File: config.mk
export PLATFORM = sky130hd
export DESIGN_NAME = psp_port
export DESIGN_NICKNAME = d
export VERILOG_FILES = /design/src/logic/psp_port.v
export VERILOG_INCLUDE_DIRS = /design/src /design/src/include
export SDC_FILE = /design/constraint.sdc
export NUM_CORES = 1
export LEC_CHECK = 0
export BUFFER_PORTS_ARGS = -buffer_cell sky130_fd_sc_hd__buf_4
export CAP_MARGIN = 30
export CORE_ASPECT_RATIO = 0.7
export CORE_UTILIZATION = 55
export CTS_BUF_LIST = sky130_fd_sc_hd__clkbuf_16
export DETAILED_ROUTE_END_ITERATION = 7
export PLACE_DENSITY = 0.83
export SETUP_SLACK_MARGIN = 0.02
export SYNTH_ARGS = -nofsm -noshare
export SYNTH_HDL_FRONTEND = slang
export SYNTH_SLANG_ARGS = --single-unit
File: constraint.sdc
create_clock -name clk_sys -period 6.2 [get_ports clk_sys]
set_input_delay 0.62 -clock clk_sys [delete_from_list [all_inputs] [get_ports clk_sys]]
set_output_delay 0.62 -clock clk_sys [all_outputs]
set_load 0.05 [all_outputs]
File: src/include/psp_defs.vh
// constants for the parallel slave port: register indexes, field positions,
// reset values and the instruction-phase encoding
`ifndef PSP_DEFS_VH
`define PSP_DEFS_VH

// register indexes; byte address is four times the index
`define PSP_IDX_DATA_PORT_LATCH        8'h08
`define PSP_IDX_STROBE_PORT_PINS       8'h09
`define PSP_IDX_PERIPHERAL_IRQ_FLAGS   8'h0C
`define PSP_IDX_DATA_PORT_DIRECTION    8'h88
`define PSP_IDX_SLAVE_PORT_CONTROL     8'h89
`define PSP_IDX_PERIPHERAL_IRQ_ENABLES 8'h8C
`define PSP_IDX_ANALOG_PIN_CONFIG      8'h9F

// slave_port_control fields
`define PSP_BIT_IN_FULL      7
`define PSP_BIT_OUT_FULL     6
`define PSP_BIT_IN_OVERFLOW  5
`define PSP_BIT_MODE_SELECT  4
`define PSP_DIR_MSB          2

// strobe pin positions within the control port
`define PSP_PIN_READ   0
`define PSP_PIN_WRITE  1
`define PSP_PIN_SELECT 2

// slave port irq flag / enable position
`define PSP_BIT_IRQ 7

// analog_pin_config: bit 7 and field 3:0 are implemented
`define PSP_ANALOG_CFG_MASK 8'h8F
// field values whose bits 2:1 are both set make the control pins digital
`define PSP_PCFG_DIGITAL    2'h3

// reset values
`define PSP_RST_DIRECTION   8'hFF
`define PSP_RST_STROBE_DIR  3'h7
`define PSP_RST_ZERO8       8'h00
`define PSP_RST_ZERO3       3'h0

// instruction phases: Q1..Q4 as a free running two-bit count
`define PSP_PHASE_Q2 2'h1
`define PSP_PHASE_Q4 2'h3

// end-of-transfer sequencer states, one-hot
`define PSP_SEQ_IDLE   3'h1
`define PSP_SEQ_WAIT2  3'h2
`define PSP_SEQ_WAIT4  3'h4

// AHB-Lite
`define PSP_HTRANS_NONSEQ_BIT 1
`define PSP_HRESP_OKAY        1'h0

`endif

File: src/logic/psp_port.v
// parallel slave port: an 8-bit port that an external processor reads and
// writes with active-low read, write and select strobes, plus its registers.
// assumes one AHB-Lite master, a 50 MHz clk_sys and pin levels resolved by
// the surrounding pad logic from the output enables.
//
// Notes on behaviour
// RL1 - mode select bit turns the data port into the 8-bit slave port
// RL2 - external reads and writes follow the strobes, not the core clock
// RL3 - in slave mode pin 0 reads, pin 1 writes, pin 2 selects, all low active
// RL4 - firmware sets the three control pin directions to input first
// RL5 - firmware configures the strobe pins as digital before slave mode
// RL6 - two 8-bit latches at one address: writes go out, reads come in
// RL7 - slave mode ignores data direction; pins driven only during selected read
// RL8 - select and write low together load pin data into the input latch
// RL9 - end of write sets input full on the Q4 following the next Q2
// RL10 - end of write sets the port irq flag on that same Q4
// RL11 - in slave mode input full clears only on an internal read; writes leave it alone
// RL12 - a write while input full is still set raises overflow
// RL13 - select and read low together drive the output latch onto the pins
// RL14 - start of an external read clears output full at once
// RL15 - end of read sets the port irq flag on the Q4 after the next Q2
// RL16 - output full stays clear until firmware writes the data port again
// RL17 - outside slave mode both full flags are held clear, overflow kept
// RL18 - firmware clears overflow and irq flag; enable gates the request
// RL19 - control direction bits: 1 input, 0 output; reset 1, upper bits 0
// RL20 - strobes pass through synchronisers before edges are detected
// RL21 - an overflowing write still replaces the unread byte
// RL22 - analog-selected control pins read as zero; analog after reset
`timescale 1ns/1ns
`include "psp_defs.vh"

module psp_port (
	// clock and reset
	input  wire        clk_sys,
	input  wire        reset,
	// AHB-Lite slave
	input  wire        hsel,
	input  wire [31:0] haddr,
	input  wire [1:0]  htrans,
	input  wire        hwrite,
	input  wire [2:0]  hsize,
	input  wire [31:0] hwdata,
	input  wire        hready,
	output reg  [31:0] hrdata,
	output reg         hreadyout,
	output reg         hresp,
	// data port pins
	input  wire [7:0]  data_pins_in,
	output reg  [7:0]  data_pins_out,
	output reg  [7:0]  data_pins_oe,
	// control port pins: bit 0 read strobe, bit 1 write strobe, bit 2 select
	input  wire [2:0]  strobe_pins_in,
	output reg  [2:0]  strobe_pins_out,
	output reg  [2:0]  strobe_pins_oe,
	// slave port interrupt request towards the interrupt controller
	output reg         slave_port_irq
);

	// one step of the end-of-transfer sequencer: wait for Q2, then Q4
	function [2:0] seq_step;
		input [2:0] state;
		input       done;
		input       at_q2;
		input       at_q4;
		begin
			case (state)
				`PSP_SEQ_IDLE: begin
					seq_step = done ? `PSP_SEQ_WAIT2 : `PSP_SEQ_IDLE;
				end
				`PSP_SEQ_WAIT2: begin
					seq_step = at_q2 ? `PSP_SEQ_WAIT4 : `PSP_SEQ_WAIT2;
				end
				`PSP_SEQ_WAIT4: begin
					seq_step = at_q4 ? `PSP_SEQ_IDLE : `PSP_SEQ_WAIT4;
				end
				default: begin
					seq_step = `PSP_SEQ_IDLE;
				end
			endcase
		end
	endfunction

	// registers
	reg  [7:0] out_latch;
	reg  [7:0] in_latch;
	reg  [7:0] data_port_direction;
	reg  [2:0] strobe_latch;
	reg  [2:0] strobe_dir;
	reg        slave_mode_select;
	reg        in_buffer_full;
	reg        out_buffer_full;
	reg        in_buffer_overflow;
	reg  [7:0] irq_flags;
	reg  [7:0] irq_enables;
	reg  [7:0] analog_cfg;

	// bus state
	reg        wr_pend;
	reg        rd_pend;
	reg  [7:0] bus_idx;

	// synchronisers and edge state
	reg  [2:0] strobe_meta;
	reg  [2:0] strobe_sync;
	reg  [7:0] data_meta;
	reg  [7:0] data_sync;
	reg        wr_act_q;
	reg        rd_act_q;
	reg  [1:0] phase;
	reg  [2:0] wr_seq;
	reg  [2:0] rd_seq;

	wire       pins_digital;
	wire       at_q2;
	wire       at_q4;
	wire       wr_act;
	wire       rd_act;
	wire       wr_start;
	wire       rd_start;
	wire       wr_fire;
	wire       rd_fire;
	wire       addr_take;
	wire       fw_write;
	wire       fw_read;
	wire [7:0] wdata;
	reg  [7:0] rd_value;
	reg  [7:0] next_data_oe;

	// analog after reset, so the strobes stay idle until firmware selects digital
	assign pins_digital = (analog_cfg[2:1] == `PSP_PCFG_DIGITAL);
	assign at_q2 = (phase == `PSP_PHASE_Q2);
	assign at_q4 = (phase == `PSP_PHASE_Q4);

	assign wr_act = slave_mode_select & pins_digital & ~strobe_sync[`PSP_PIN_SELECT] &
		~strobe_sync[`PSP_PIN_WRITE]; // RL2 RL3 RL8
	assign rd_act = slave_mode_select & pins_digital & ~strobe_sync[`PSP_PIN_SELECT] &
		~strobe_sync[`PSP_PIN_READ]; // RL3 RL13
	assign wr_start = wr_act & ~wr_act_q;
	assign rd_start = rd_act & ~rd_act_q;
	assign wr_fire = wr_seq[2] & at_q4; // RL9
	assign rd_fire = rd_seq[2] & at_q4; // RL15

	assign addr_take = hsel & hready & htrans[`PSP_HTRANS_NONSEQ_BIT];
	assign fw_write = wr_pend;
	assign fw_read = rd_pend;
	assign wdata = hwdata[7:0];

	// read mux for the register in the data phase
	always @* begin
		rd_value = `PSP_RST_ZERO8;
		case (bus_idx)
			`PSP_IDX_DATA_PORT_LATCH: begin
				rd_value = slave_mode_select ? in_latch : data_sync; // RL6
			end
			`PSP_IDX_STROBE_PORT_PINS: begin
				rd_value = pins_digital ? {5'h00, strobe_sync} : `PSP_RST_ZERO8; // RL22
			end
			`PSP_IDX_PERIPHERAL_IRQ_FLAGS: begin
				rd_value = irq_flags;
			end
			`PSP_IDX_DATA_PORT_DIRECTION: begin
				rd_value = data_port_direction;
			end
			`PSP_IDX_SLAVE_PORT_CONTROL: begin
				rd_value = {in_buffer_full, out_buffer_full, in_buffer_overflow,
					slave_mode_select, 1'b0, strobe_dir};
			end
			`PSP_IDX_PERIPHERAL_IRQ_ENABLES: begin
				rd_value = irq_enables;
			end
			`PSP_IDX_ANALOG_PIN_CONFIG: begin
				rd_value = analog_cfg;
			end
			default: begin
				rd_value = `PSP_RST_ZERO8;
			end
		endcase
	end

	// data pin enables: slave mode drives only during a selected read
	always @* begin
		if (slave_mode_select) begin
			next_data_oe = rd_act ? 8'hFF : 8'h00; // RL7 RL13
		end else begin
			next_data_oe = ~data_port_direction;
		end
	end

	// AHB-Lite slave: writes take no wait state, reads take one so that a
	// read straight after a write sees the written value
	always @(posedge clk_sys or posedge reset) begin
		if (reset) begin
			wr_pend <= 1'b0;
			rd_pend <= 1'b0;
			bus_idx <= `PSP_RST_ZERO8;
			hrdata <= 32'h00000000;
			hreadyout <= 1'b1;
			hresp <= `PSP_HRESP_OKAY;
		end else begin
			hresp <= `PSP_HRESP_OKAY;
			wr_pend <= addr_take & hwrite;
			if (rd_pend) begin
				rd_pend <= 1'b0;
				hreadyout <= 1'b1;
				hrdata <= {24'h000000, rd_value};
			end else if (addr_take & ~hwrite) begin
				rd_pend <= 1'b1;
				hreadyout <= 1'b0;
			end
			if (addr_take) begin
				bus_idx <= haddr[9:2];
			end
		end
	end

	// strobe and data synchronisers, phase counter, sequencers
	always @(posedge clk_sys or posedge reset) begin
		if (reset) begin
			strobe_meta <= `PSP_RST_STROBE_DIR;
			strobe_sync <= `PSP_RST_STROBE_DIR;
			data_meta <= `PSP_RST_ZERO8;
			data_sync <= `PSP_RST_ZERO8;
			wr_act_q <= 1'b0;
			rd_act_q <= 1'b0;
			phase <= 2'h0;
			wr_seq <= `PSP_SEQ_IDLE;
			rd_seq <= `PSP_SEQ_IDLE;
		end else begin
			strobe_meta <= strobe_pins_in; // RL20
			strobe_sync <= strobe_meta; // RL20
			data_meta <= data_pins_in;
			data_sync <= data_meta;
			wr_act_q <= wr_act;
			rd_act_q <= rd_act;
			phase <= phase + 2'h1;
			wr_seq <= seq_step(wr_seq, wr_act_q & ~wr_act, at_q2, at_q4); // RL9
			rd_seq <= seq_step(rd_seq, rd_act_q & ~rd_act, at_q2, at_q4); // RL15
		end
	end

	// slave port latches and flags
	always @(posedge clk_sys or posedge reset) begin
		if (reset) begin
			out_latch <= `PSP_RST_ZERO8;
			in_latch <= `PSP_RST_ZERO8;
			in_buffer_full <= 1'b0;
			out_buffer_full <= 1'b0;
			in_buffer_overflow <= 1'b0;
		end else begin
			if (fw_write && bus_idx == `PSP_IDX_DATA_PORT_LATCH) begin
				out_latch <= wdata; // RL6
			end
			// a transfer still in progress keeps loading, so the last byte wins
			if (wr_act) begin
				in_latch <= data_sync; // RL8 RL21
			end
			if (!slave_mode_select) begin
				in_buffer_full <= 1'b0; // RL17
				out_buffer_full <= 1'b0; // RL17
			end else begin
				// set wins over the clear by an internal read in the same cycle
				if (wr_fire) begin
					in_buffer_full <= 1'b1; // RL9
				end else if (fw_read && bus_idx == `PSP_IDX_DATA_PORT_LATCH) begin
					in_buffer_full <= 1'b0; // RL11
				end
				if (fw_write && bus_idx == `PSP_IDX_DATA_PORT_LATCH) begin
					out_buffer_full <= 1'b1; // RL16
				end else if (rd_start) begin
					out_buffer_full <= 1'b0; // RL14
				end
			end
			if (wr_start && in_buffer_full) begin
				in_buffer_overflow <= 1'b1; // RL12
			end else if (fw_write && bus_idx == `PSP_IDX_SLAVE_PORT_CONTROL) begin
				in_buffer_overflow <= wdata[`PSP_BIT_IN_OVERFLOW]; // RL17 RL18
			end
		end
	end

	// control, direction, irq and analog configuration registers
	always @(posedge clk_sys or posedge reset) begin
		if (reset) begin
			slave_mode_select <= 1'b0;
			strobe_dir <= `PSP_RST_STROBE_DIR; // RL19
			strobe_latch <= `PSP_RST_ZERO3;
			data_port_direction <= `PSP_RST_DIRECTION;
			irq_flags <= `PSP_RST_ZERO8;
			irq_enables <= `PSP_RST_ZERO8;
			analog_cfg <= `PSP_RST_ZERO8; // RL22
		end else begin
			if (fw_write) begin
				case (bus_idx)
					`PSP_IDX_SLAVE_PORT_CONTROL: begin
						slave_mode_select <= wdata[`PSP_BIT_MODE_SELECT]; // RL1
						strobe_dir <= wdata[`PSP_DIR_MSB:0]; // RL19
					end
					`PSP_IDX_STROBE_PORT_PINS: begin
						strobe_latch <= wdata[`PSP_DIR_MSB:0];
					end
					`PSP_IDX_DATA_PORT_DIRECTION: begin
						data_port_direction <= wdata;
					end
					`PSP_IDX_PERIPHERAL_IRQ_ENABLES: begin
						irq_enables <= wdata;
					end
					`PSP_IDX_ANALOG_PIN_CONFIG: begin
						analog_cfg <= wdata & `PSP_ANALOG_CFG_MASK;
					end
					default: begin
					end
				endcase
			end
			// the irq flag set by a finished transfer wins over a firmware write
			if (fw_write && bus_idx == `PSP_IDX_PERIPHERAL_IRQ_FLAGS) begin
				irq_flags <= wdata; // RL18
			end
			if (wr_fire || rd_fire) begin
				irq_flags[`PSP_BIT_IRQ] <= 1'b1; // RL10 RL15
			end
		end
	end

	// pin drivers and interrupt request, all from flip-flops
	always @(posedge clk_sys or posedge reset) begin
		if (reset) begin
			data_pins_out <= `PSP_RST_ZERO8;
			data_pins_oe <= `PSP_RST_ZERO8;
			strobe_pins_out <= `PSP_RST_ZERO3;
			strobe_pins_oe <= `PSP_RST_ZERO3;
			slave_port_irq <= 1'b0;
		end else begin
			data_pins_out <= out_latch; // RL13
			data_pins_oe <= next_data_oe; // RL7
			strobe_pins_out <= strobe_latch;
			// slave mode never drives the strobe pins, whatever the directions say
			strobe_pins_oe <= slave_mode_select ? `PSP_RST_ZERO3 : ~strobe_dir; // RL3 RL19
			slave_port_irq <= irq_flags[`PSP_BIT_IRQ] & irq_enables[`PSP_BIT_IRQ]; // RL18
		end
	end

endmodule

* Word-level counts from Yosys, hierarchy flattened
Cells that the tools add are included.
Widths: inputs -> output; s select.
** Storage, ports and cells
- Register bits :: 129
- Input bits :: 85
- Output and inout bits :: 57
- Word-level logic and storage cells :: 116
** Operators by class
- Add/sub/neg operators :: 1
- Eq/ne operators :: 18
- Muxes and demuxes :: 26
- Bitwise gates (word level) :: 25
- Reduce and logical (&&, ||, !) cells :: 14
** Operator list (number)
- $pmux 8 s7 :: 1
- $eq 8x8->1 const B :: 4
- $mux 8 :: 4
- $eq 8x4->1 const B :: 3
- $pmux 3 s3 :: 2
- $and 1x1->1 :: 15
- $mux 1 :: 13
- $mux 3 :: 4
- $reduce_and 2->1 :: 5
- $not 1->1 :: 8
- $not 8->8 :: 1
- $eq 3x1->1 const B :: 2
- $eq 3x2->1 const B :: 2
- $eq 3x3->1 const B :: 2
- $ne 3x1->1 const B :: 2
- $reduce_bool 2->1 :: 3
- $logic_and 1x1->1 :: 5
- $eq 2x2->1 const B :: 2
- $mux 2 :: 2
- $not 3->3 :: 1
- $add 2x1->2 const B :: 1
- $eq 2x1->1 const B :: 1
- $logic_or 1x1->1 :: 1

* Longest topological paths before layout
- Word-level depth :: 8
- Mapped depth :: 6
- Mapped depth without buffers :: 6

* Least setup slack after synthesis
OpenSTA, ideal clock, no wires.
- Path kind :: reg-to-reg
- Start :: register bus_idx[4]
- End :: register hrdata[0]
- Setup time :: 99 ps
- Arrival time :: 1560 ps
- Required time :: 6101 ps
- Path slack :: 4540 ps
- Cell stages (with the launch flop) :: 5
- Buffers on the path :: 0
- Clock period less this slack :: 1660 ps
- Cell sequence :: dfrtp_1 -> or3_4 -> a211o_2 -> and3_4 -> a311oi_1
** On the way
- Word-level cells in the longest chain between the ends :: 2
- Elaborated cells between the ends (all ways) :: 8
- Classes of those cells :: 7 x eq/ne; 1 x mux
** Ends and longest elaborated chain
- from (decl) :: RTL line psp_port.v:100 : reg [7:0] bus_idx;
- from (signal assigned) :: RTL line psp_port.v:195 : bus_idx <= `PSP_RST_ZERO8;
- from (signal assigned) :: RTL line psp_port.v:211 : bus_idx <= haddr[9:2];
- $eq 8x8->1 / $eq 8x4->1 (equally long branches) :: RTL line psp_port.v:151 : case (bus_idx)
- $pmux 8 s7 * :: RTL line psp_port.v:151
- to (signal assigned) :: RTL line psp_port.v:205 : hrdata <= {24'h000000, rd_value};
- to (decl) :: RTL line psp_port.v:44 : output reg [31:0] hrdata,
Mark *: on every way between the ends. The rest lies on a longest branch, timed or not.
A chain may end at the register's enable or synchronous reset.

* Final worst setup path
- Start :: register bus_idx[7]
- End :: register slave_mode_select
** On the way
- Word-level cells in the longest chain between the ends :: 2
** Ends and longest elaborated chain
- $eq 8x8->1 :: RTL line psp_port.v:293 : case (bus_idx)
- $reduce_and 2->1 (no source line)
- to (signal assigned) :: RTL line psp_port.v:295 : slave_mode_select <= wdata[`PSP_BIT_MODE_SELECT];
- to (decl) :: RTL line psp_port.v:89 : reg slave_mode_select;
Every way passes these cells.

==> key figures <==
Outcome
  • Status: completed

Critical path
  • Worst EP arrival: 2.77 ns
  • Startpoint Class: flip-flop
  • R2R Path Start: bus_idx[7]$_DFFE_PP0N_
  • Crit end category: flip-flop
  • Required @ worst endpoint: 6.49 ns
  • Worst setup path startpoint: bus_idx[7]$_DFFE_PP0N_
  • CP Class: flip-flop to flip-flop
  • FF-to-FF path depth: 3
  • Worst-path fanout max: 24

Synth
  • Simple-Gate Fraction of Synth Area: 9.31%
  • Largest family of logic cells by synthesized area: multiplexers
  • Number of synthesized register bits: 129
  • Ys async rst share: 100%
  • Main flop type after synthesis: dfrtp_1
  • Synth area leader: dfrtp_1
  • Mapped cell area: 5310 um^2
  • Mux cell area share after synthesis: between 15 and 20%
  • Post-synth cell types: 55
  • Syn Inst Count: 384
  • Synth top area share: between 50% and 60%
  • Compound-cell area share of the yosys netlist: 7.09%
  • XOR/XNOR Fraction of Synth Area: 0%
  • Adder-cell share of the synthesized area: 0.471%
  • Post-synthesis sequential area ratio: 61.3%
  • Syn avg cell area: 13.8 um^2
  • Area contributors post-synth: dfrtp_1 51%, mux2_2 15%, dfstp_2 9.9%
  • Post-synth EDFFs: 0
  • Synth warn: 0

Final layout
  • N_diodes: 0
  • Fin cells: 593
  • Post-route cell area: 6360 um^2
  • Final net count: around 540
  • Share of cells above drive strength 1: 43.3%
  • Growth of design area from synthesis to finish: 19.8%
  • Fillers: between 600 and 700

Job
  • Max cap viols: 0

STA
  • Setup WS post-layout: 3.72 ns
  • Unrepaired setup endpoints after global routing: no
  • Final Cycle Share: 40.0%
  • Final setup violation count: 0
  • Slew Limit Headroom: 42.8%
  • Worst-Margin Slew: 0.857 ns
  • Setup TNS Final: 0 ns
  • Post-route minimum period: 2.48 ns
  • Final Hold Fails: 0
  • FMAX: 403 MHz
  • Max-slew violation count: 0
  • Clock Skews: 0.00825 ns

Place
  • GP Congestion: 0.869
  • Placed Cells: 560
  • Place WS: between 3 and 4 ns
  • Placed cell areas: 5800 um^2
  • Dpl hpwl: 7380 um
  • Number of buffers added on ports: 64

GRT
  • Initial antenna violation count: 0
  • Grt total ovfl: 0
  • First-pass GRT wire length: roughly 17000 um
  • Vias in the first global route: ~3300
  • GRT Total Usage: 23.5%
  • Pin count of the biggest net entering global routing: 84

Route
  • Residual DRC: 0
  • Vias/cell: 5.55
  • First-pass iteration count of the detailed router: 4
  • Starting DRT DRC Count: 199
  • Routed Antenna Nets: 0
  • Wire length per cell: about 18 um
  • Routed Wire Length: 10800 um
  • Via count: 3289

Pwr
  • Peak VDD IR: 0.248 mV
  • Total Power: 0.00217 W
  • Leak: 2.82 nW
  • PwrDens: 342 nW/um^2

Clock tree
  • Clock slew at reported path FFs: 0.05 ns
  • CTS root buffer: clkbuf_16
  • Hold-fix buffers, CTS: 0
  • # resized after CTS: 0
  • CTS Buf Count: 17
  • CTS tree: done
  • Longest Clk Path Bufs: 2
  • Setup bufs post-CTS: 0
  • Clock Latency Late Sink: about 0.42 ns
  • Total clock sinks: between 100 and 150
  • H-tree Lvls: 4

Floorplan
  • FP Rows: 29
  • Core region area: 9220 um^2
  • Die Span X: 119 um
  • Die ar.: 10100 um^2
  • Num ports: 142
  • Die height: 84.2 um
  • Initial Util: 57.6%

Min path
  • Worst hold path type: primary input to asynchronous set/reset pin
==> cells in the final DEF, fill, tap and decap left out, types with 8 or more instances in the layout <==
cell       count
dfrtp_1      109
mux2_2        72
buf_4         65
conb_1        25
dfstp_2       20
clkbuf_16     17
nor2_1        15
o21ai_0       14
inv_1         13
a21oi_1       10
nand2_1        9
nand3_1        8
==> cell families (layout without fill, tap and decap cells) <==
logic type | Yosys count | after routing
buf+inv | 48 | 109
compound gates | 55 | 55
other cells | 1 | 25
mux | 77 | 77
simple gates | 72 | 72
fa+ha+maj | 2 | 2
flops | 129 | 129
==> report_power, final <==
group	leakage (nW)	switching, W	total (W)	internal, W
clock	0.260	0.000340	0.000877	0.000537
combinational	1.04	0.000192	0.000309	0.000117
sequential	1.52	0.0000728	0.000987	0.000915
total	2.82	0.000605	0.00217	0.00157
==> path summary, 6_finish.rpt <==
path,slack (ns),endpoint
max,3.72,slave_mode_select$_DFFE_PP0P_
min,0.09,slave_port_irq$_DFF_PP0_
max reg2reg,3.72,slave_mode_select$_DFFE_PP0P_
min reg2reg,0.34,data_sync[1]$_DFF_PP0_
max in group asynchronous,4.98,data_port_direction[3]$_DFFE_PP1P_
min in group clk_sys,0.31,data_meta[2]$_DFF_PP0_
==> cell type report <==
cell class	instances	area, um^2	share of cell area (%)
Clock inverter	15	105	1.65
Timing Repair Buffer	66	515	8.10
Tap cell	124	155	2.44
Multi-Input combinational cell	231	1860	29.3
Inverter	11	43.8	0.688
Sequential cell	129	3250	51.1
Clock buffer	17	425	6.69
==> cells in the mapped netlist, types with 2 or more instances <==
master	n
dfrtp_1	109
mux2_2	72
buf_4	26
dfstp_2	20
nor2_1	15
o21ai_0	14
inv_1	11
a21oi_1	10
nand2_1	9
nand3_1	8
clkbuf_1	7
a32oi_1	5
nand3b_1	5
nand2b_1	4
nand3_2	4
a22oi_1	3
buf_2	3
mux2i_1	3
nor3_1	3
o211ai_1	3
o22ai_1	3
a211oi_1	2
a22o_1	2
a311oi_1	2
and2_1	2
and4b_1	2
and4bb_1	2
ha_1	2
nor4_2	2
nor4b_4	2
o2111ai_1	2
o221a_2	2
or2_2	2
or3_1	2
==> critical path: stages, from the launching register on <==
cell,delay (ns)
dfrtp_1,0.90
nor4b_4,0.63
nand3_1,0.40
mux2_1,0.42
==> through the flow <==
stage               utilization, %  hold WS (ns)
floorplan                        -         0.331
global placement              63.0         0.334
detailed placement            63.0         0.337
CTS                           68.7         0.297
global route                  69.0        0.0843
finish                        69.0        0.0899
==> registers in the layout (all words and copies together), names as in the netlist, 5 cells and up <==
name	cells
analog_cfg	5
data_pins_oe	8
in_latch	8
data_meta	8
hrdata	8
data_pins_out	8
irq_flags	8
out_latch	8
data_port_direction	8
bus_idx	8
irq_enables	8
data_sync	8
==> routing by layer <==
| metal | track usage [%] | up-vias | wire (um) | share of wire, % |
|---|---|---|---|---|
| li1 | - | 1486 | - | - |
| met1 | 33.4 | 1656 | 5060 | 47 |
| met2 | 34.5 | 131 | 4890 | 45 |
| met3 | 6.86 | 16 | 712 | 6.6 |
| met4 | 9.20 | 0 | 143 | 1.3 |
| met5 | 0 | - | 0 | 0 |
Note: power is estimated with default switching activity, not from simulation.
